[config.mk]
export PLATFORM = sky130hd
export DESIGN_NAME = csf_status_flags
export DESIGN_NICKNAME = d
export VERILOG_FILES = /design/src/common/csf_pkg.sv /design/src/core/csf_half_carry.sv /design/src/core/csf_irq.sv /design/src/core/csf_status_flags.sv
export VERILOG_INCLUDE_DIRS = /design/src /design/src/common
export SDC_FILE = /design/constraint.sdc
export NUM_CORES = 1
export LEC_CHECK = 0
export BUFFER_PORTS_ARGS = -buffer_cell sky130_fd_sc_hd__buf_4
export CORE_ASPECT_RATIO = 1.75
export CORE_MARGIN = 1
export CORE_UTILIZATION = 49
export CTS_CLUSTER_SIZE = 14
export DETAILED_ROUTE_END_ITERATION = 10
export PLACE_DENSITY = 0.85
export SLEW_MARGIN = 5
export SYNTH_ARGS = -nofsm -noshare
export SYNTH_HDL_FRONTEND = slang
export SYNTH_HIERARCHICAL = 1
export SYNTH_SLANG_ARGS = --single-unit
[constraint.sdc]
create_clock -name CLK_SYS -period 2.1 [get_ports CLK_SYS]
set_clock_uncertainty 0.1 [all_clocks]
set_input_delay 0.105 -clock CLK_SYS [delete_from_list [all_inputs] [get_ports CLK_SYS]]
set_output_delay 0.105 -clock CLK_SYS [all_outputs]
set_load 0.03 [all_outputs]
[src/common/csf_params.svh]
// constants of the cpu status flag register
`ifndef CSF_PARAMS_SVH
`define CSF_PARAMS_SVH

// ----------------------------------------
// register offsets
// ----------------------------------------
`define CSF_ADDR_FLAGS 4'h0
`define CSF_ADDR_NEST 4'h1
`define CSF_ADDR_INT_STATUS 4'h2
`define CSF_ADDR_INT_ENABLE 4'h3
`define CSF_ADDR_INT_CLEAR 4'h4

// ----------------------------------------
// flag bit positions
// ----------------------------------------
`define CSF_BIT_ACC_A_OVF 15
`define CSF_BIT_ACC_B_OVF 14
`define CSF_BIT_ACC_A_SAT 13
`define CSF_BIT_ACC_B_SAT 12
`define CSF_BIT_ANY_OVF 11
`define CSF_BIT_ANY_SAT 10
`define CSF_BIT_LOOP 9
`define CSF_BIT_HALF_CARRY 8
`define CSF_BIT_PRIO_HI 7
`define CSF_BIT_PRIO_LO 5
`define CSF_BIT_LOW_TOP 4
`define CSF_BIT_NEST_DISABLE 15

// ----------------------------------------
// reset values and widths
// ----------------------------------------
`define CSF_FLAGS_RESET 16'h0000
`define CSF_EVT_WIDTH 4
`define CSF_EVT_RESET 4'h0

`endif

[src/common/csf_pkg.sv]
// types of the cpu status flag register
package csf_pkg;

	typedef enum logic [1:0] {
		CSF_EVT_SAT_A = 2'b00,
		CSF_EVT_SAT_B = 2'b01,
		CSF_EVT_OVF = 2'b10,
		CSF_EVT_LOOP = 2'b11
	} csf_evt_type;

	typedef struct packed {
		logic [3:0] status;
		logic [3:0] enable;
	} csf_irq_state_type;

	typedef struct packed {
		logic acc_a_overflow;
		logic acc_b_overflow;
		logic acc_a_saturated_sticky;
		logic acc_b_saturated_sticky;
		logic loop_active;
		logic half_carry;
		logic [2:0] cpu_priority_level;
		logic [4:0] low_flags;
		logic nesting_disable;
		logic [15:0] read_data;
	} csf_state_type;

endpackage

[src/core/csf_half_carry.sv]
// half carry detector for byte and word alu operations
`timescale 1ns/100ps
`include "csf_params.svh"

module csf_half_carry
	import csf_pkg::*;
(
	// operands
	input wire logic [15:0] opnd_a,
	input wire logic [15:0] opnd_b,
	input wire logic subtract,
	input wire logic byte_op,
	// result
	output logic half_carry
);
	logic [4:0] sum4;
	logic [8:0] sum8;

	// carry (or no-borrow) out of bit 3 or bit 7
	always_comb begin
		sum4 = {1'b0, opnd_a[3:0]} + {1'b0, (subtract ? ~opnd_b[3:0] : opnd_b[3:0])}
			+ {4'h0, subtract};
		sum8 = {1'b0, opnd_a[7:0]} + {1'b0, (subtract ? ~opnd_b[7:0] : opnd_b[7:0])}
			+ {8'h00, subtract};
		half_carry = byte_op ? sum4[4] : sum8[8];
	end
endmodule // csf_half_carry

[src/core/csf_irq.sv]
// sticky event status, enable and clear for the interrupt output
`timescale 1ns/100ps
`include "csf_params.svh"

module csf_irq
	import csf_pkg::*;
(
	// clock and reset
	input wire logic clk,
	input wire logic reset_n,
	// events and software access
	input wire logic [3:0] events,
	input wire logic enable_write,
	input wire logic clear_write,
	input wire logic [3:0] write_data,
	// state
	output logic [3:0] status,
	output logic [3:0] enable,
	output logic irq
);
	csf_irq_state_type state;
	csf_irq_state_type next_state;

	always_comb begin
		next_state = state;
		if (enable_write) begin
			next_state.enable = write_data;
		end
		// set wins over clear
		for (int i = 0; i < `CSF_EVT_WIDTH; i++) begin
			if (events[i]) begin
				next_state.status[i] = 1'b1;
			end else if (clear_write && write_data[i]) begin
				next_state.status[i] = 1'b0;
			end
		end
	end

	always_ff @(posedge clk or negedge reset_n) begin
		if (!reset_n) begin
			state <= '{status: `CSF_EVT_RESET, enable: `CSF_EVT_RESET};
		end else begin
			state <= next_state;
		end
	end

	assign status = state.status;
	assign enable = state.enable;
	assign irq = |(state.status & state.enable);
endmodule // csf_irq

[src/core/csf_status_flags.sv]
// cpu status flag register with alu and accumulator updates
// ----------------------------------------
// ----------------------------------------
`timescale 1ns/100ps
`include "csf_params.svh"

module csf_status_flags
	import csf_pkg::*;
(
	// clock and reset
	input wire logic CLK_SYS,
	input wire logic RESET_N,
	// register port
	input wire logic [3:0] REG_ADDR,
	input wire logic [15:0] REG_WDATA,
	input wire logic REG_WRITE,
	input wire logic REG_READ,
	output logic [15:0] REG_RDATA,
	// accumulator condition updates
	input wire logic ACC_UPDATE,
	input wire logic ACC_A_OVERFLOW_IN,
	input wire logic ACC_B_OVERFLOW_IN,
	input wire logic ACC_A_SATURATE,
	input wire logic ACC_B_SATURATE,
	// loop control
	input wire logic LOOP_START,
	input wire logic LOOP_END,
	// alu operation
	input wire logic ALU_UPDATE,
	input wire logic [15:0] ALU_OPND_A,
	input wire logic [15:0] ALU_OPND_B,
	input wire logic ALU_SUBTRACT,
	input wire logic ALU_BYTE_OP,
	input wire logic [4:0] ALU_LOW_FLAGS,
	// priority level from the interrupt controller
	input wire logic PRIORITY_UPDATE,
	input wire logic [2:0] PRIORITY_IN,
	// status
	output logic [15:0] CPU_STATUS_FLAGS,
	output logic IRQ
);
	csf_state_type state;
	csf_state_type next_state;
	logic hc_result;
	logic [3:0] irq_status;
	logic [3:0] irq_enable;
	logic [3:0] events;
	logic any_acc_overflow;
	logic any_acc_saturated;
	logic [15:0] flags;
	logic flags_write;
	logic nest_write;
	logic enable_write;
	logic clear_write;

	// ----------------------------------------
	// half carry and event status
	// ----------------------------------------
	csf_half_carry csf_half_carry_i (
		.opnd_a(ALU_OPND_A),
		.opnd_b(ALU_OPND_B),
		.subtract(ALU_SUBTRACT),
		.byte_op(ALU_BYTE_OP),
		.half_carry(hc_result)
	);

	assign events[CSF_EVT_SAT_A] = ACC_UPDATE && ACC_A_SATURATE;
	assign events[CSF_EVT_SAT_B] = ACC_UPDATE && ACC_B_SATURATE;
	assign events[CSF_EVT_OVF] = ACC_UPDATE && (ACC_A_OVERFLOW_IN || ACC_B_OVERFLOW_IN);
	assign events[CSF_EVT_LOOP] = LOOP_END && state.loop_active;

	assign flags_write = REG_WRITE && (REG_ADDR == `CSF_ADDR_FLAGS);
	assign nest_write = REG_WRITE && (REG_ADDR == `CSF_ADDR_NEST);
	assign enable_write = REG_WRITE && (REG_ADDR == `CSF_ADDR_INT_ENABLE);
	assign clear_write = REG_WRITE && (REG_ADDR == `CSF_ADDR_INT_CLEAR);

	csf_irq csf_irq_i (
		.clk(CLK_SYS),
		.reset_n(RESET_N),
		.events(events),
		.enable_write(enable_write),
		.clear_write(clear_write),
		.write_data(REG_WDATA[3:0]),
		.status(irq_status),
		.enable(irq_enable),
		.irq(IRQ)
	);

	// ----------------------------------------
	// combined flags and register image
	// ----------------------------------------
	assign any_acc_overflow = state.acc_a_overflow || state.acc_b_overflow;
	assign any_acc_saturated = state.acc_a_saturated_sticky || state.acc_b_saturated_sticky;

	always_comb begin
		flags = `CSF_FLAGS_RESET;
		flags[`CSF_BIT_ACC_A_OVF] = state.acc_a_overflow;
		flags[`CSF_BIT_ACC_B_OVF] = state.acc_b_overflow;
		flags[`CSF_BIT_ACC_A_SAT] = state.acc_a_saturated_sticky;
		flags[`CSF_BIT_ACC_B_SAT] = state.acc_b_saturated_sticky;
		flags[`CSF_BIT_ANY_OVF] = any_acc_overflow;
		flags[`CSF_BIT_ANY_SAT] = any_acc_saturated;
		flags[`CSF_BIT_LOOP] = state.loop_active;
		flags[`CSF_BIT_HALF_CARRY] = state.half_carry;
		flags[`CSF_BIT_PRIO_HI:`CSF_BIT_PRIO_LO] = state.cpu_priority_level;
		flags[`CSF_BIT_LOW_TOP:0] = state.low_flags;
	end

	// ----------------------------------------
	// next state
	// ----------------------------------------
	always_comb begin
		next_state = state;
		// software write first, hardware updates override it in the same cycle
		if (flags_write) begin
			next_state.acc_a_overflow = REG_WDATA[`CSF_BIT_ACC_A_OVF];
			next_state.acc_b_overflow = REG_WDATA[`CSF_BIT_ACC_B_OVF];
			next_state.acc_a_saturated_sticky = REG_WDATA[`CSF_BIT_ACC_A_SAT];
			next_state.acc_b_saturated_sticky = REG_WDATA[`CSF_BIT_ACC_B_SAT];
			if (!REG_WDATA[`CSF_BIT_ANY_SAT]) begin
				next_state.acc_a_saturated_sticky = 1'b0;
				next_state.acc_b_saturated_sticky = 1'b0;
			end
			next_state.half_carry = REG_WDATA[`CSF_BIT_HALF_CARRY];
			if (!state.nesting_disable) begin
				next_state.cpu_priority_level =
					REG_WDATA[`CSF_BIT_PRIO_HI:`CSF_BIT_PRIO_LO];
			end
			// bit 4 is read only
			next_state.low_flags = {state.low_flags[4], REG_WDATA[3:0]};
		end
		if (nest_write) begin
			next_state.nesting_disable = REG_WDATA[`CSF_BIT_NEST_DISABLE];
		end
		if (ACC_UPDATE) begin
			next_state.acc_a_overflow = ACC_A_OVERFLOW_IN;
			next_state.acc_b_overflow = ACC_B_OVERFLOW_IN;
			if (ACC_A_SATURATE) begin
				next_state.acc_a_saturated_sticky = 1'b1;
			end
			if (ACC_B_SATURATE) begin
				next_state.acc_b_saturated_sticky = 1'b1;
			end
		end
		if (LOOP_START) begin
			next_state.loop_active = 1'b1;
		end else if (LOOP_END) begin
			next_state.loop_active = 1'b0;
		end
		if (ALU_UPDATE) begin
			next_state.half_carry = hc_result;
			next_state.low_flags = {state.low_flags[4], ALU_LOW_FLAGS[3:0]};
		end
		if (PRIORITY_UPDATE) begin
			next_state.cpu_priority_level = PRIORITY_IN;
		end
		// read data registered for the cycle after the strobe
		unique case (REG_ADDR)
			`CSF_ADDR_FLAGS: next_state.read_data = flags;
			`CSF_ADDR_NEST: next_state.read_data = {state.nesting_disable, 15'h0000};
			`CSF_ADDR_INT_STATUS: next_state.read_data = {12'h000, irq_status};
			`CSF_ADDR_INT_ENABLE: next_state.read_data = {12'h000, irq_enable};
			default: next_state.read_data = 16'h0000;
		endcase
		if (!REG_READ) begin
			next_state.read_data = 16'h0000;
		end
	end

	always_ff @(posedge CLK_SYS or negedge RESET_N) begin
		if (!RESET_N) begin
			state <= '0;
		end else begin
			state <= next_state;
		end
	end

	assign REG_RDATA = state.read_data;
	assign CPU_STATUS_FLAGS = flags;
endmodule // csf_status_flags

# == Word level (Yosys, flattened, before mapping) ==
# Cells that the tools add are included.
# totals
reg_bits,38
in_bits,75
output_inout_bits,33
word_cells,78
# op_classes
n_addsub,4
n_eq_ne,5
mux,25
bitwise,3
reduce_logical,26
# ops
cell,n
case mux 16 bit (4 select lines),1
2-to-1 mux 16 bit,1
2-to-1 mux 4 bit,4
nonzero test 2 bit,8
2-to-1 mux 1 bit,14
logical AND 1 bit,12
adder 8 x 8 -> 9 bit,1
adder 9 x 1 -> 9 bit,1
2-to-1 mux 9 bit,1
equality test 4 x 2 -> 1 bit (second input constant),2
2-to-1 mux 8 bit,1
NOT 8 bit,1
2-to-1 mux 3 bit,2
adder 4 x 4 -> 5 bit,1
adder 5 x 1 -> 5 bit,1
bitwise AND 4 bit,1
equality test 4 x 1 -> 1 bit (second input constant),1
equality test 4 x 3 -> 1 bit (second input constant),1
logical NOT 4 bit,1
NOT 4 bit,1
OR reduction 4 bit,1
logical OR 1 bit,3
2-to-1 mux 2 bit,1
inequality test 2 bit (second input constant),1
AND reduction 2 bit,1

# == Depth between registers and ports, before layout ==
# Gate-level depths: netlist of the first run.
# logic_depth
ltp_word,6
ltp_mapped,8

# == By module ==
# Netlist of the first run, hierarchy kept.
# by_module_without_submodules
mod,n_inst,cells_each,area_per_inst_um2
csf_status_flags,1,161,1604.0
csf_irq,1,23,309.0
csf_half_carry,1,26,236.5

# == Worst setup path after synthesis of the first run ==
# Ideal clock, no wire load.
# synth_timing
kind,input-to-reg
start,in ALU_SUBTRACT
end,"reg state, in the netlist CPU_STATUS_FLAGS[8]"
arrival_ps,1192
required_time_ps,1874
setup_slack_ps,683
cell_stages,8
path_buffers,1
cell_sequence,buf_6 xor2_1 ha_1 a41o_1 nand2_1 o211ai_1 nor2b_1 a21oi_1
# synth_between
elab_chain_len,5
# synth_lines
item,line_no,source
"start, declared",csf_status_flags.sv:32,"input wire logic ALU_SUBTRACT,"
2-to-1 mux 8 bit / 2-to-1 mux 4 bit (equally long branches),"csf_half_carry.sv:23, csf_half_carry.sv:21",
adder 8 x 8 -> 9 bit / adder 4 x 4 -> 5 bit (equally long branches),"csf_half_carry.sv:23, csf_half_carry.sv:21",
adder 9 x 1 -> 9 bit / adder 5 x 1 -> 5 bit (equally long branches),"csf_half_carry.sv:24, csf_half_carry.sv:22",
2-to-1 mux 1 bit (*),csf_half_carry.sv:25,half_carry = byte_op ? sum4[4] : sum8[8];
named net hc_result,csf_status_flags.sv:44,logic hc_result;
2-to-1 mux 1 bit (*),csf_status_flags.sv:150,if (ALU_UPDATE) begin
"end signal, assigned",csf_status_flags.sv:174,state <= next_state;
"end, declared",csf_status_flags.sv:42,csf_state_type state;
# The timed path passes the listed nets; every way through them passes the cells marked *.
# A chain may end at the register's enable or synchronous reset.

# == Worst setup path in the final report of the first run ==
# layout_timing
start,in REG_ADDR[1]
end,"reg csf_irq_i.state, in the netlist csf_irq_i/status[3]"
# layout_between
elab_chain_len,4
# layout_lines
item,line_no,source
"start, declared",csf_status_flags.sv:14,"input wire logic [3:0] REG_ADDR,"
equality test 4 x 3 -> 1 bit (no source line),n/a,
logical AND 1 bit,csf_status_flags.sv:75,assign clear_write = REG_WRITE && (REG_ADDR == `CSF_ADDR_INT_CLEAR);
named net clear_write,csf_status_flags.sv:54,logic clear_write;
logical AND 1 bit,csf_irq.sv:33,end else if (clear_write && write_data[i]) begin
nonzero test 2 bit (no source line),n/a,
"end signal, assigned",csf_irq.sv:41,"state <= '{status: `CSF_EVT_RESET, enable: `CSF_EVT_RESET};"
"end signal, assigned",csf_irq.sv:43,state <= next_state;
"end, declared",csf_irq.sv:21,csf_irq_state_type state;
# The timed path passes the listed nets, and every way through them passes these cells.

==> key figures, run 1 <==
Critical path
  • Startpoint Class: input port
  • R2R setup slack: 0.89 ns
  • WP data arrival: 1.76 ns
  • Worst reg2reg endpoint: CPU_STATUS_FLAGS[6]$_DFFE_PN0P_
  • Worst-path cell chain: dlygate4sd3_1, buf_4, nor2_1, and4b_2, nand2_1, a21o_1
  • Crit path launch: REG_ADDR[1]
  • Crit path largest cell delay: 0.53 ns
  • CP top delay family: simple AND/OR/NAND/NOR gates
  • Setup CP Type: in2reg
  • CP bufs+invs: 2
  • Crit-path max FO: 11
  • Setup crit end: csf_irq_i/status[3]$_DFFE_PN0P_
  • Crit path depth: 6
  • Critical R2R Launch: state[16]$_DFFE_PN0P_
  • Critical-path top delay cell: dlygate4sd3_1
  • CP endpoint kind: flop
  • Reg2Reg Depth: 3
  • Required @ worst endpoint: 2.18 ns

Yosys
  • Post-synth ARST share: 100%
  • Netlist cell types: 39
  • Synth Warn #: 6
  • Most common flop cell mapped by yosys: dfrtp_1
  • Cells after Synth: 210
  • Synth area leaders: dfrtp_1 43%, buf_4 11%, ha_1 4.1%
  • Synth top cells by count: 37 x dfrtp_1, 32 x buf_4, 13 x and2_1, 12 x a21oi_1, 11 x a31oi_1
  • Post-Syn Area: between 2000 and 2500 sq um
  • Area leader, netlist: dfrtp_1
  • Register area share after synthesis: 43.1%
  • Area share of the largest cell type after synthesis: 43.1%
  • Post-synth EDFFs: 0
  • #FFs+latches synth: 37
  • Syn Area/Cell: ~10 sq um
  • Top-count cell post-synth: dfrtp_1

Pwr
  • VDD IR-drop max: 0.000415 V
  • Pwr/cell area: about 640 nW/um^2
  • Static Leak: around 0.0013 uW

CTS
  • Sink Count: 37
  • Post-CTS Setup Repair Bufs: 0
  • Root buffer cell: clkbuf_8
  • H-tree lvl count: 2
  • CTS tree: built
  • Clk_lat worst skew: 0.29 ns
  • CTS Buf Count: 5
  • Clock transition at path regs: 0.07 ns
  • Clock Path Buffers: 2
  • Post-CTS Resized: 0

GRT
  • Vias in the first global route: 1778
  • Largest net degree at the start of global routing: 38
  • First-pass GRT wire length: 7880 microns
  • Initial antenna violation count: 0
  • GR Overflow Total: 0
  • Gr usage total: 23.4%

Timing
  • Period utilization: 80.1%
  • Setup TNS: 0 ns
  • WHS: -0.00104 ns
  • Tmin final: 1.68 ns
  • Count of pins over their slew limit: 0
  • RSZ-0062 raised after global routing: false
  • Fmax achieved: 594 MHz
  • Final setup vio count: 0
  • Final hold violation count: 1

Floorplanning
  • Initial core utilization: 51.3%
  • Die height: 89.6 microns
  • Die area: 4670 sq um
  • Core Rows: 31
  • Core Area: 4190 sq um
  • Die W: between 50 and 60 microns
  • I/O pins: 108

Routing
  • DRT antenna net count: 0
  • Routed wire per std cell: 15.3 microns
  • Routed via count: about 1800
  • Vias per inst: ~5.4
  • Drt pass-1 iters: 5
  • DRC Markers: 0
  • Routed wire length: 5060 microns
  • Initial DRC count: 28

Place
  • Hpwl dp: 3670 microns
  • Placed Area: 2560 sq um
  • Port bufs: 85
  • Placer congestion estimate: 0.760

Layout
  • Design area: 2830 sq um
  • Area Overhead vs Synth: 31.5%
  • Layout cells sized above 1: 38.1%
  • Antenna cells: 0
  • Nets: 362

Run status
  • Failing checks: negative hold slack
  • Status: finished with violations

Min path
  • Worst Hold Class: in2reg
  • Min-delay src: ALU_LOW_FLAGS[1]

Job
  • Max cap viols: 0
## worst min path at each step
stage | endpoint | slack (ns) | cells after the start
after floorplan | CPU_STATUS_FLAGS[0]$_DFFE_PN0P_ | -0.29 | 0
after global placement | REG_RDATA[11]$_DFF_PN0_ | -0.01 | 1
after detailed placement | REG_RDATA[14]$_DFF_PN0_ | -0.01 | 1
after CTS | CPU_STATUS_FLAGS[9]$_DFFE_PN0P_ | 0.002 | 3
after global routing | CPU_STATUS_FLAGS[9]$_DFFE_PN0P_ | 0.02 | 3
final | CPU_STATUS_FLAGS[1]$_DFFE_PN0P_ | -0.001 | 3
## logic make-up (layout without fill, tap and decap cells)
kind of cell	count (synthesis)	after routing	share of synthesized area (%)
compound gates	51	51	14.9
xor+xnor	7	7	2.85
mux	11	11	5.70
other cells	1	2	0.174
buf+inv	42	112	14.3
simple gates	54	54	15.0
fa+ha+maj	7	7	4.07
flops	37	37	43.1
## power breakdown
group,switching (uW),internal (uW)
clock,247,296
sequential,43.7,767
combinational,235,226
## cell type report
cell class / count / area [sq um]
Fill cell: 326 / 1360
Multi-Input combinational cell: 132 / 921
Timing Repair Buffer: 103 / 813
Tap cell: 49 / 61.3
Clock buffer: 7 / 96.3
Inverter: 1 / 3.75
Clock inverter: 1 / 5.00
Sequential cell: 37 / 926
## per-stage QoR
step	utilization (%)	power [uW]	setup slack (ns)	instances	hold WS, ns
floorplan	-	1100	0.683	211	-0.291
global placement	61.2	1240	0.532	306	-0.0105
detailed placement	61.2	1260	0.513	306	-0.0113
CTS	67.5	1820	0.439	330	0.00245
global route	67.5	1890	0.335	330	0.0177
finish	67.5	1810	0.418	330	-0.00104
## layer usage
metal / up-vias / global-route usage [%] / part of all wire, % / wire (microns)
met5: - / 0 / 0 / 0
met4: 0 / 12.8 / 3.5 / 179
met3: 14 / 3.87 / 6.2 / 312
met2: 93 / 44.2 / 55 / 2790
met1: 836 / 23.3 / 35 / 1780
li1: 835 / - / - / -
## state kept, by name, indices dropped and copies added, names as in the netlist
| signal | cells |
|---|---|
| REG_RDATA | 15 |
| CPU_STATUS_FLAGS | 13 |
| csf_irq_i/enable | 4 |
| csf_irq_i/status | 4 |
| state | 1 |
## cell usage in the layout (no fill, tap or decap)
cell type      netlist  routed
or3_1                1       1
nand2_1             10      10
a22oi_1              6       6
nor2_1               5       5
nor3b_1              1       1
nor3b_2              1       1
or2_2                3       3
a21o_1               6       6
o22a_1               1       1
xor2_1               7       7
clkinv_2             0       1
dfrtp_1             37      37
a31oi_1             11      11
a211o_1              2       2
o21ai_1              3       3
or3b_1               1       1
dlygate4sd3_1        0      16
o211ai_1             1       1
and2_1              13      13
nor2_4               1       1
a21oi_1             12      12
o21ai_0              7       7
nor3_1               4       4
conb_1               1       2
buf_4               32      87
ha_1                 7       7
nand3b_1             1       1
mux2_1               5       5
and4b_2              1       1
and3_1               1       1
mux2i_1              1       1
nor2b_1             10      10
or3b_4               1       1
a41o_1               1       1
inv_1                1       1
o21a_1               1       1
clkbuf_8             0       7
mux2_2               5       5
## timing repair
action | 4_1_cts | 5_1_grt
hold endpoints to repair | 52 | 0
endpoints found under the setup margin | 0 | 0
hold buffers | 16 | 0
## tightest hold or removal path, delay by kind of cell
| family | cells | cell delay (ns) |
|---|---|---|
| AOI/OAI and AO/OA | 1 | 0.13 |
| and+or+nand+nor | 1 | 0.03 |
| buffers and inverters | 1 | 0.08 |
(Power assumes the default switching activity.)
==> run 2: changes to the inputs <==
--- a/config.mk
+++ b/config.mk
@@ -9,10 +9,10 @@
 export BUFFER_PORTS_ARGS = -buffer_cell sky130_fd_sc_hd__buf_4
 export CORE_ASPECT_RATIO = 1.75
 export CORE_MARGIN = 1
-export CORE_UTILIZATION = 49
+export CORE_UTILIZATION = 41
 export CTS_CLUSTER_SIZE = 14
 export DETAILED_ROUTE_END_ITERATION = 10
-export PLACE_DENSITY = 0.85
+export PLACE_DENSITY = 0.76
 export SLEW_MARGIN = 5
 export SYNTH_ARGS = -nofsm -noshare
 export SYNTH_HDL_FRONTEND = slang
==> constraint.sdc (replaced) <==
create_clock -name CLK_SYS -period 1.35 [get_ports CLK_SYS]
set_clock_uncertainty 0.1 [all_clocks]
set_input_delay 0.0675 -clock CLK_SYS [delete_from_list [all_inputs] [get_ports CLK_SYS]]
set_output_delay 0.0675 -clock CLK_SYS [all_outputs]
set_load 0.03 [all_outputs]
==> run 2 against run 1 <==
Compared with the run above:
- the run ends with design-rule violations, negative hold slack left
- sequential power increased by 56%
- core utilization decreased by 7.9 points
- sequential cell count unchanged
- cell count increased by 7.3%
- sequential share of layout area decreased by 1.8 points
- clock-buffer cell count increased by 1
- combinational power increased by 68%
- critical path depth decreased by 4
- non-clock buffer count increased by 19
- via count increased by 1.2%
- highest routed layer unchanged
==> key figures, run 2 (synthesis results as in run 1) <==
GRT
  • Vias in the first global route: 1843
  • Gr usage total: approximately a fifth
  • Largest net degree at the start of global routing: 38
  • GR Overflow Total: 0
  • First-pass GRT wire length: 8270 microns
  • Initial antenna violation count: 0

Layout
  • Area of the multi-input gates: 933 sq um
  • Area Overhead vs Synth: 39.1%
  • # fillers: about 450
  • Core Util, Final: 59.6%
  • Most frequent standard cell in the layout excluding fill and tap cells: buf_4
  • Layout cells sized above 1: 39.0%
  • Most frequent cells in the layout: 97 x buf_4, 37 x dfrtp_1, 24 x dlygate4sd3_1
  • Register area: just over 900 sq um
  • Antenna cells: 0
  • Nets: roughly 380
  • Max FFs per register: 15

Job
  • Max cap viols: 0

CTS
  • Clk_lat worst skew: 0.29 ns
  • Clock transition at path regs: 0.07 ns
  • Sink Count: 37
  • CTS tree: built
  • Root buffer cell: clkbuf_8
  • Clock Path Buffers: 2
  • H-tree lvl count: 2
  • CTS Buf Count: 5

Timing
  • Period utilization: 97.8%
  • Tmin final: roughly 1.3 ns
  • WHS: -0.0289 ns
  • Fmax achieved: 757 MHz
  • Final setup vio count: 0
  • Final hold violation count: 1
  • Count of pins over their slew limit: 0
  • PnR worst setup slack: slightly below 0.03 ns

Floorplanning
  • Core Area: between 5000 and 6000 sq um
  • Die area: 5550 sq um
  • Initial core utilization: a little over two fifths
  • Die height: 97.8 microns
  • Die W: roughly 57 microns
  • Core Rows: 34
  • I/O pins: between 100 and 150

Routing
  • Routed wire per std cell: 14.5 microns
  • Drt pass-1 iters: 7
  • Routed wire length: ~5000 microns
  • Initial DRC count: 65
  • DRC Markers: 13
  • DRT antenna net count: 0
  • Vias per inst: 5.08
  • Routed via count: 1799

Critical path
  • CP endpoint kind: output port
  • Setup CP Type: reg2out
  • Required @ worst endpoint: 1.18 ns
  • WP data arrival: roughly 1.2 ns
  • Startpoint Class: flop
  • Crit-path max FO: 4

Pwr
  • VDD IR-drop max: 0.000453 V
  • Pwr/cell area: around 920 nW/um^2
  • Static Leak: about 0.0014 uW

Min path
  • Worst Hold Class: in2reg

Run status
  • Failing checks: design-rule violations, negative hold slack
  • Status: finished with violations

Place
  • Pre-CTS setup slack: -0.140 ns
  • Port bufs: 85
  • Placer congestion estimate: 0.789
  • Hpwl dp: between 3000 and 4000 microns
[run 2: cell count changes in the layout (fill, tap and decap cells not counted), sizes merged]
cell         change
dlygate4sd3      +8
clkinv           -1
clkbuf           +1
buf             +11
[run 2: layout make-up]
type	instances	area share, %
timing repair buffer	122	32.8
multi-input combinational	132	31.2
sequential	37	31.0
clock buffer	8	2.68
tap	54	2.26
inverter	1	0.126
[run 2: power by group]
part | switching, uW | internal, uW | leakage [uW] | total [uW]
Sequential | 65.3 | 1190 | 0.000447 | 1260
Clock | 367 | 367 | 0.0000395 | 733
Combinational | 374 | 399 | 0.000934 | 773
[run 2: stage by stage]
stage	std cells	total power, uW	area, sq um	setup TNS, ns	hold slack (ns)
6_report	354	2760	2990	0	-0.0289
5_1_grt	354	2900	2990	-0.0187	0.00166
4_1_cts	351	2770	2950	0	0.00103
3_5_place_dp	316	1960	2610	-0.140	-0.0459
3_3_place_gp	316	1950	2610	-0.125	-0.0467
2_1_floorplan	211	1720	2160	-0.00266	-0.328
[run 2: final timing paths]
kind,startpoint,to,slack [ns],cells after the start
setup / recovery,CPU_STATUS_FLAGS[12]$_DFF_PN0_,CPU_STATUS_FLAGS[10],0.03,2
hold / removal,LOOP_END,CPU_STATUS_FLAGS[9]$_DFFE_PN0P_,-0.03,3
setup reg to reg,state[16]$_DFFE_PN0P_,CPU_STATUS_FLAGS[6]$_DFFE_PN0P_,0.15,3
hold reg to reg,CPU_STATUS_FLAGS[7]$_DFFE_PN0P_,REG_RDATA[7]$_DFF_PN0_,0.43,1
max in group asynchronous,RESET_N,REG_RDATA[2]$_DFF_PN0_,0.65,2
min in group asynchronous,RESET_N,REG_RDATA[14]$_DFF_PN0_,0.17,2
[run 2: timing repair]
action / 4_1_cts / 5_1_grt
setup endpoints to repair: 2 / 4
buffers inserted: 2 / 4
gates resized for setup: 0 / 4
hold buffers: 25 / 0
endpoints found under the hold margin: 58 / 0
pin swaps: 0 / 1
[run 2: metal layers]
layer  share of wire (%)  track usage [%]
met1                  35             19.9
met2                  58             36.8
met3                 5.0             3.31
met4                 2.4             9.38
met5                   0                0
[run 2: worst max-delay path, stage by stage, from the launching register on]
cell and delay [ns]:
dfrtp_1 0.41, or2_2 0.29, buf_4 0.17
==> run 3: changes to the inputs <==
--- a/config.mk
+++ b/config.mk
@@ -6,13 +6,14 @@
 export SDC_FILE = /design/constraint.sdc
 export NUM_CORES = 1
 export LEC_CHECK = 0
-export BUFFER_PORTS_ARGS = -buffer_cell sky130_fd_sc_hd__buf_4
 export CORE_ASPECT_RATIO = 1.75
 export CORE_MARGIN = 1
-export CORE_UTILIZATION = 41
+export CORE_UTILIZATION = 59
+export CTS_BUF_LIST = sky130_fd_sc_hd__clkbuf_8
 export CTS_CLUSTER_SIZE = 14
 export DETAILED_ROUTE_END_ITERATION = 10
-export PLACE_DENSITY = 0.76
+export DONT_BUFFER_PORTS = 1
+export PLACE_DENSITY = 0.78
 export SLEW_MARGIN = 5
 export SYNTH_ARGS = -nofsm -noshare
 export SYNTH_HDL_FRONTEND = slang
==> run 3 against run 2 <==
Compared with the run above:
- the flow finishes with violations (negative hold slack)
- cell count down 22%
- power is 5.3% lower
- worst setup slack worse by 0.0036 ns
- first-iteration DRC count decreased by 29%
- sequential share of layout area rose by 6.1 points
- sequential cell count is the same
- clock-buffer cell count shrank 2
- global-route usage increased by 9.7 points
- clock power up 2%
- combinational power down 27%
- fmax is 0.27% lower
- critical endpoint is now CPU_STATUS_FLAGS[9]$_DFFE_PN0P_
- largest power group unchanged
==> key figures, run 3 (synthesis results as in run 1) <==
Job
  • Max cap viols: 0

Critical path
  • Crit-path max FO: 4
  • Startpoint Class: flop
  • WP data arrival: 1.39 ns
  • Worst-path cell chain: a21o_1, dlygate4sd3_1
  • Crit path largest cell delay: 0.55 ns
  • Required @ worst endpoint: 1.41 ns
  • Setup CP Type: reg2reg
  • Critical-path top delay cell: dlygate4sd3_1
  • Reg2Reg Depth: 2
  • CP endpoint kind: flop

GRT
  • GR Overflow Total: 0
  • Initial antenna violation count: 0
  • Largest net degree at the start of global routing: 38
  • Gr usage total: 29.1%
  • First-pass GRT wire length: between 7000 and 8000 microns
  • Vias in the first global route: roughly 1800

Pwr
  • Switching share of power: between 20 and 30%
  • Power, Total: 2620 uW
  • Static Leak: 0.00109 uW
  • Pint: 1860 uW
  • Register share of total power: 49.7%
  • P_sw: 757 uW
  • Comb pwr share: 21.6%
  • VDD IR-drop max: 0.000810 V
  • Pwr/cell area: 1050 nW/um^2
  • Clock power share: around 29%

Timing
  • Final setup vio count: 0
  • WHS: -0.0528 ns
  • Count of pins over their slew limit: 0
  • RSZ-0062 raised after global routing: false
  • Period utilization: 98.1%
  • Fmax achieved: approximately 760 MHz
  • Final hold violation count: 1
  • Tmin final: 1.32 ns

Layout
  • Register area: 926 sq um
  • Area of the multi-input gates: 921 sq um
  • Most frequent cells in the layout: 37 x dfrtp_1, 37 x dlygate4sd3_1, 15 x buf_4
  • Area Overhead vs Synth: 16.1%
  • Layout cells sized above 1: 14.8%
  • # fillers: 244
  • Max FFs per register: 15
  • Antenna cells: 0
  • Nets: 312
  • Design area: 2500 sq um

Floorplanning
  • I/O pins: 108
  • Core Rows: 28
  • Initial core utilization: 62.6%
  • Core Area: 3430 sq um
  • Die W: about 48 microns
  • Die area: 3900 sq um
  • Die height: 81.8 microns

Routing
  • DRC Markers: 0
  • Routed wire length: 5190 microns
  • Routed wire per std cell: 18.9 microns
  • Routed via count: 1634
  • Drt pass-1 iters: 4
  • Vias per inst: 5.94
  • DRT antenna net count: 0
  • Initial DRC count: 46

Place
  • Placer congestion estimate: 0.906
  • Port bufs: 0
  • Hpwl dp: roughly 3400 microns
  • Placed Area: between 2000 and 2500 sq um

Run status
  • Status: finished with violations
  • Failing checks: negative hold slack

CTS
  • H-tree lvl count: 2
  • Clock transition at path regs: approximately 0.060 ns
  • Post-CTS Setup Repair Bufs: 0
  • Root buffer cell: clkbuf_8
  • Sink Count: 37
  • Clock Path Buffers: 2
  • CTS tree: built
  • CTS Buf Count: 5
  • Clk_lat worst skew: 0.28 ns

Min path
  • Worst Hold Class: in2reg
  • Hold path cells: 2
## run 3: cell types whose count changed in the layout (fill, tap and decap cells not counted), sizes merged
cell and change:
buf -82, inv +1, clkbuf -2, dlygate4sd3 +13
## run 3: worst paths after layout
| check | from | end | slack [ns] |
|---|---|---|---|
| max | CPU_STATUS_FLAGS[9]$_DFFE_PN0P_ | CPU_STATUS_FLAGS[9]$_DFFE_PN0P_ | 0.03 |
| min | PRIORITY_UPDATE | CPU_STATUS_FLAGS[5]$_DFFE_PN0P_ | -0.05 |
| max reg2reg | CPU_STATUS_FLAGS[9]$_DFFE_PN0P_ | CPU_STATUS_FLAGS[9]$_DFFE_PN0P_ | 0.03 |
| min reg2reg | csf_irq_i/enable[1]$_DFFE_PN0P_ | csf_irq_i/enable[1]$_DFFE_PN0P_ | 0.42 |
| max in group asynchronous | RESET_N | REG_RDATA[1]$_DFF_PN0_ | 0.80 |
| min in group asynchronous | RESET_N | csf_irq_i/status[2]$_DFFE_PN0P_ | 0.18 |
## run 3: timing repair
action | in CTS | in global routing
hold buffers | 39 | 1
setup endpoints to repair | 0 | 2
resized for setup | 0 | 0
endpoints found under the hold margin | 64 | 1
## run 3: power groups by stage
stage               Clock, uW  Sequential (uW)  Combinational (uW)
floorplan                   0             1250                 466
global placement            0             1310                 403
detailed placement          0             1320                 430
CTS                       763             1300                 561
global route              815             1310                 616
finish                    750             1300                 565
## run 3: routing by layer
layer	vias to the layer above	GRT usage (%)	part of all wire, %
li1	739	-	-
met1	805	28.6	34
met2	82	54.1	58
met3	8	5.93	6.4
met4	0	13.6	1.8
met5	-	0	0
## run 3: worst max-delay path, delay by kind of cell (launching register included)
| kind | cells | cell delay, ns |
|---|---|---|
| buf+inv | 1 | 0.55 |
| flops | 1 | 0.40 |
| compound gates | 1 | 0.16 |
## run 3: final cells by class
type	count	area share, %
timing repair buffer	53	20.2
clock inverter	1	0.150
clock buffer	6	3.31
sequential	37	37.1
tap	45	2.26
inverter	1	0.150
multi-input combinational	132	36.9
## run 3: metrics by stage
step | setup slack, ns | cells | TNS (ns) | utilization, %
2_1_floorplan | -0.00266 | 211 | -0.00266 | -
3_3_place_gp | 0.0277 | 230 | 0 | 58.8
3_5_place_dp | -0.00298 | 230 | -0.00298 | 58.8
4_1_cts | 0.0315 | 276 | 0 | 73.0
5_1_grt | 0.00291 | 275 | 0 | 72.7
6_report | 0.0260 | 275 | 0 | 72.7
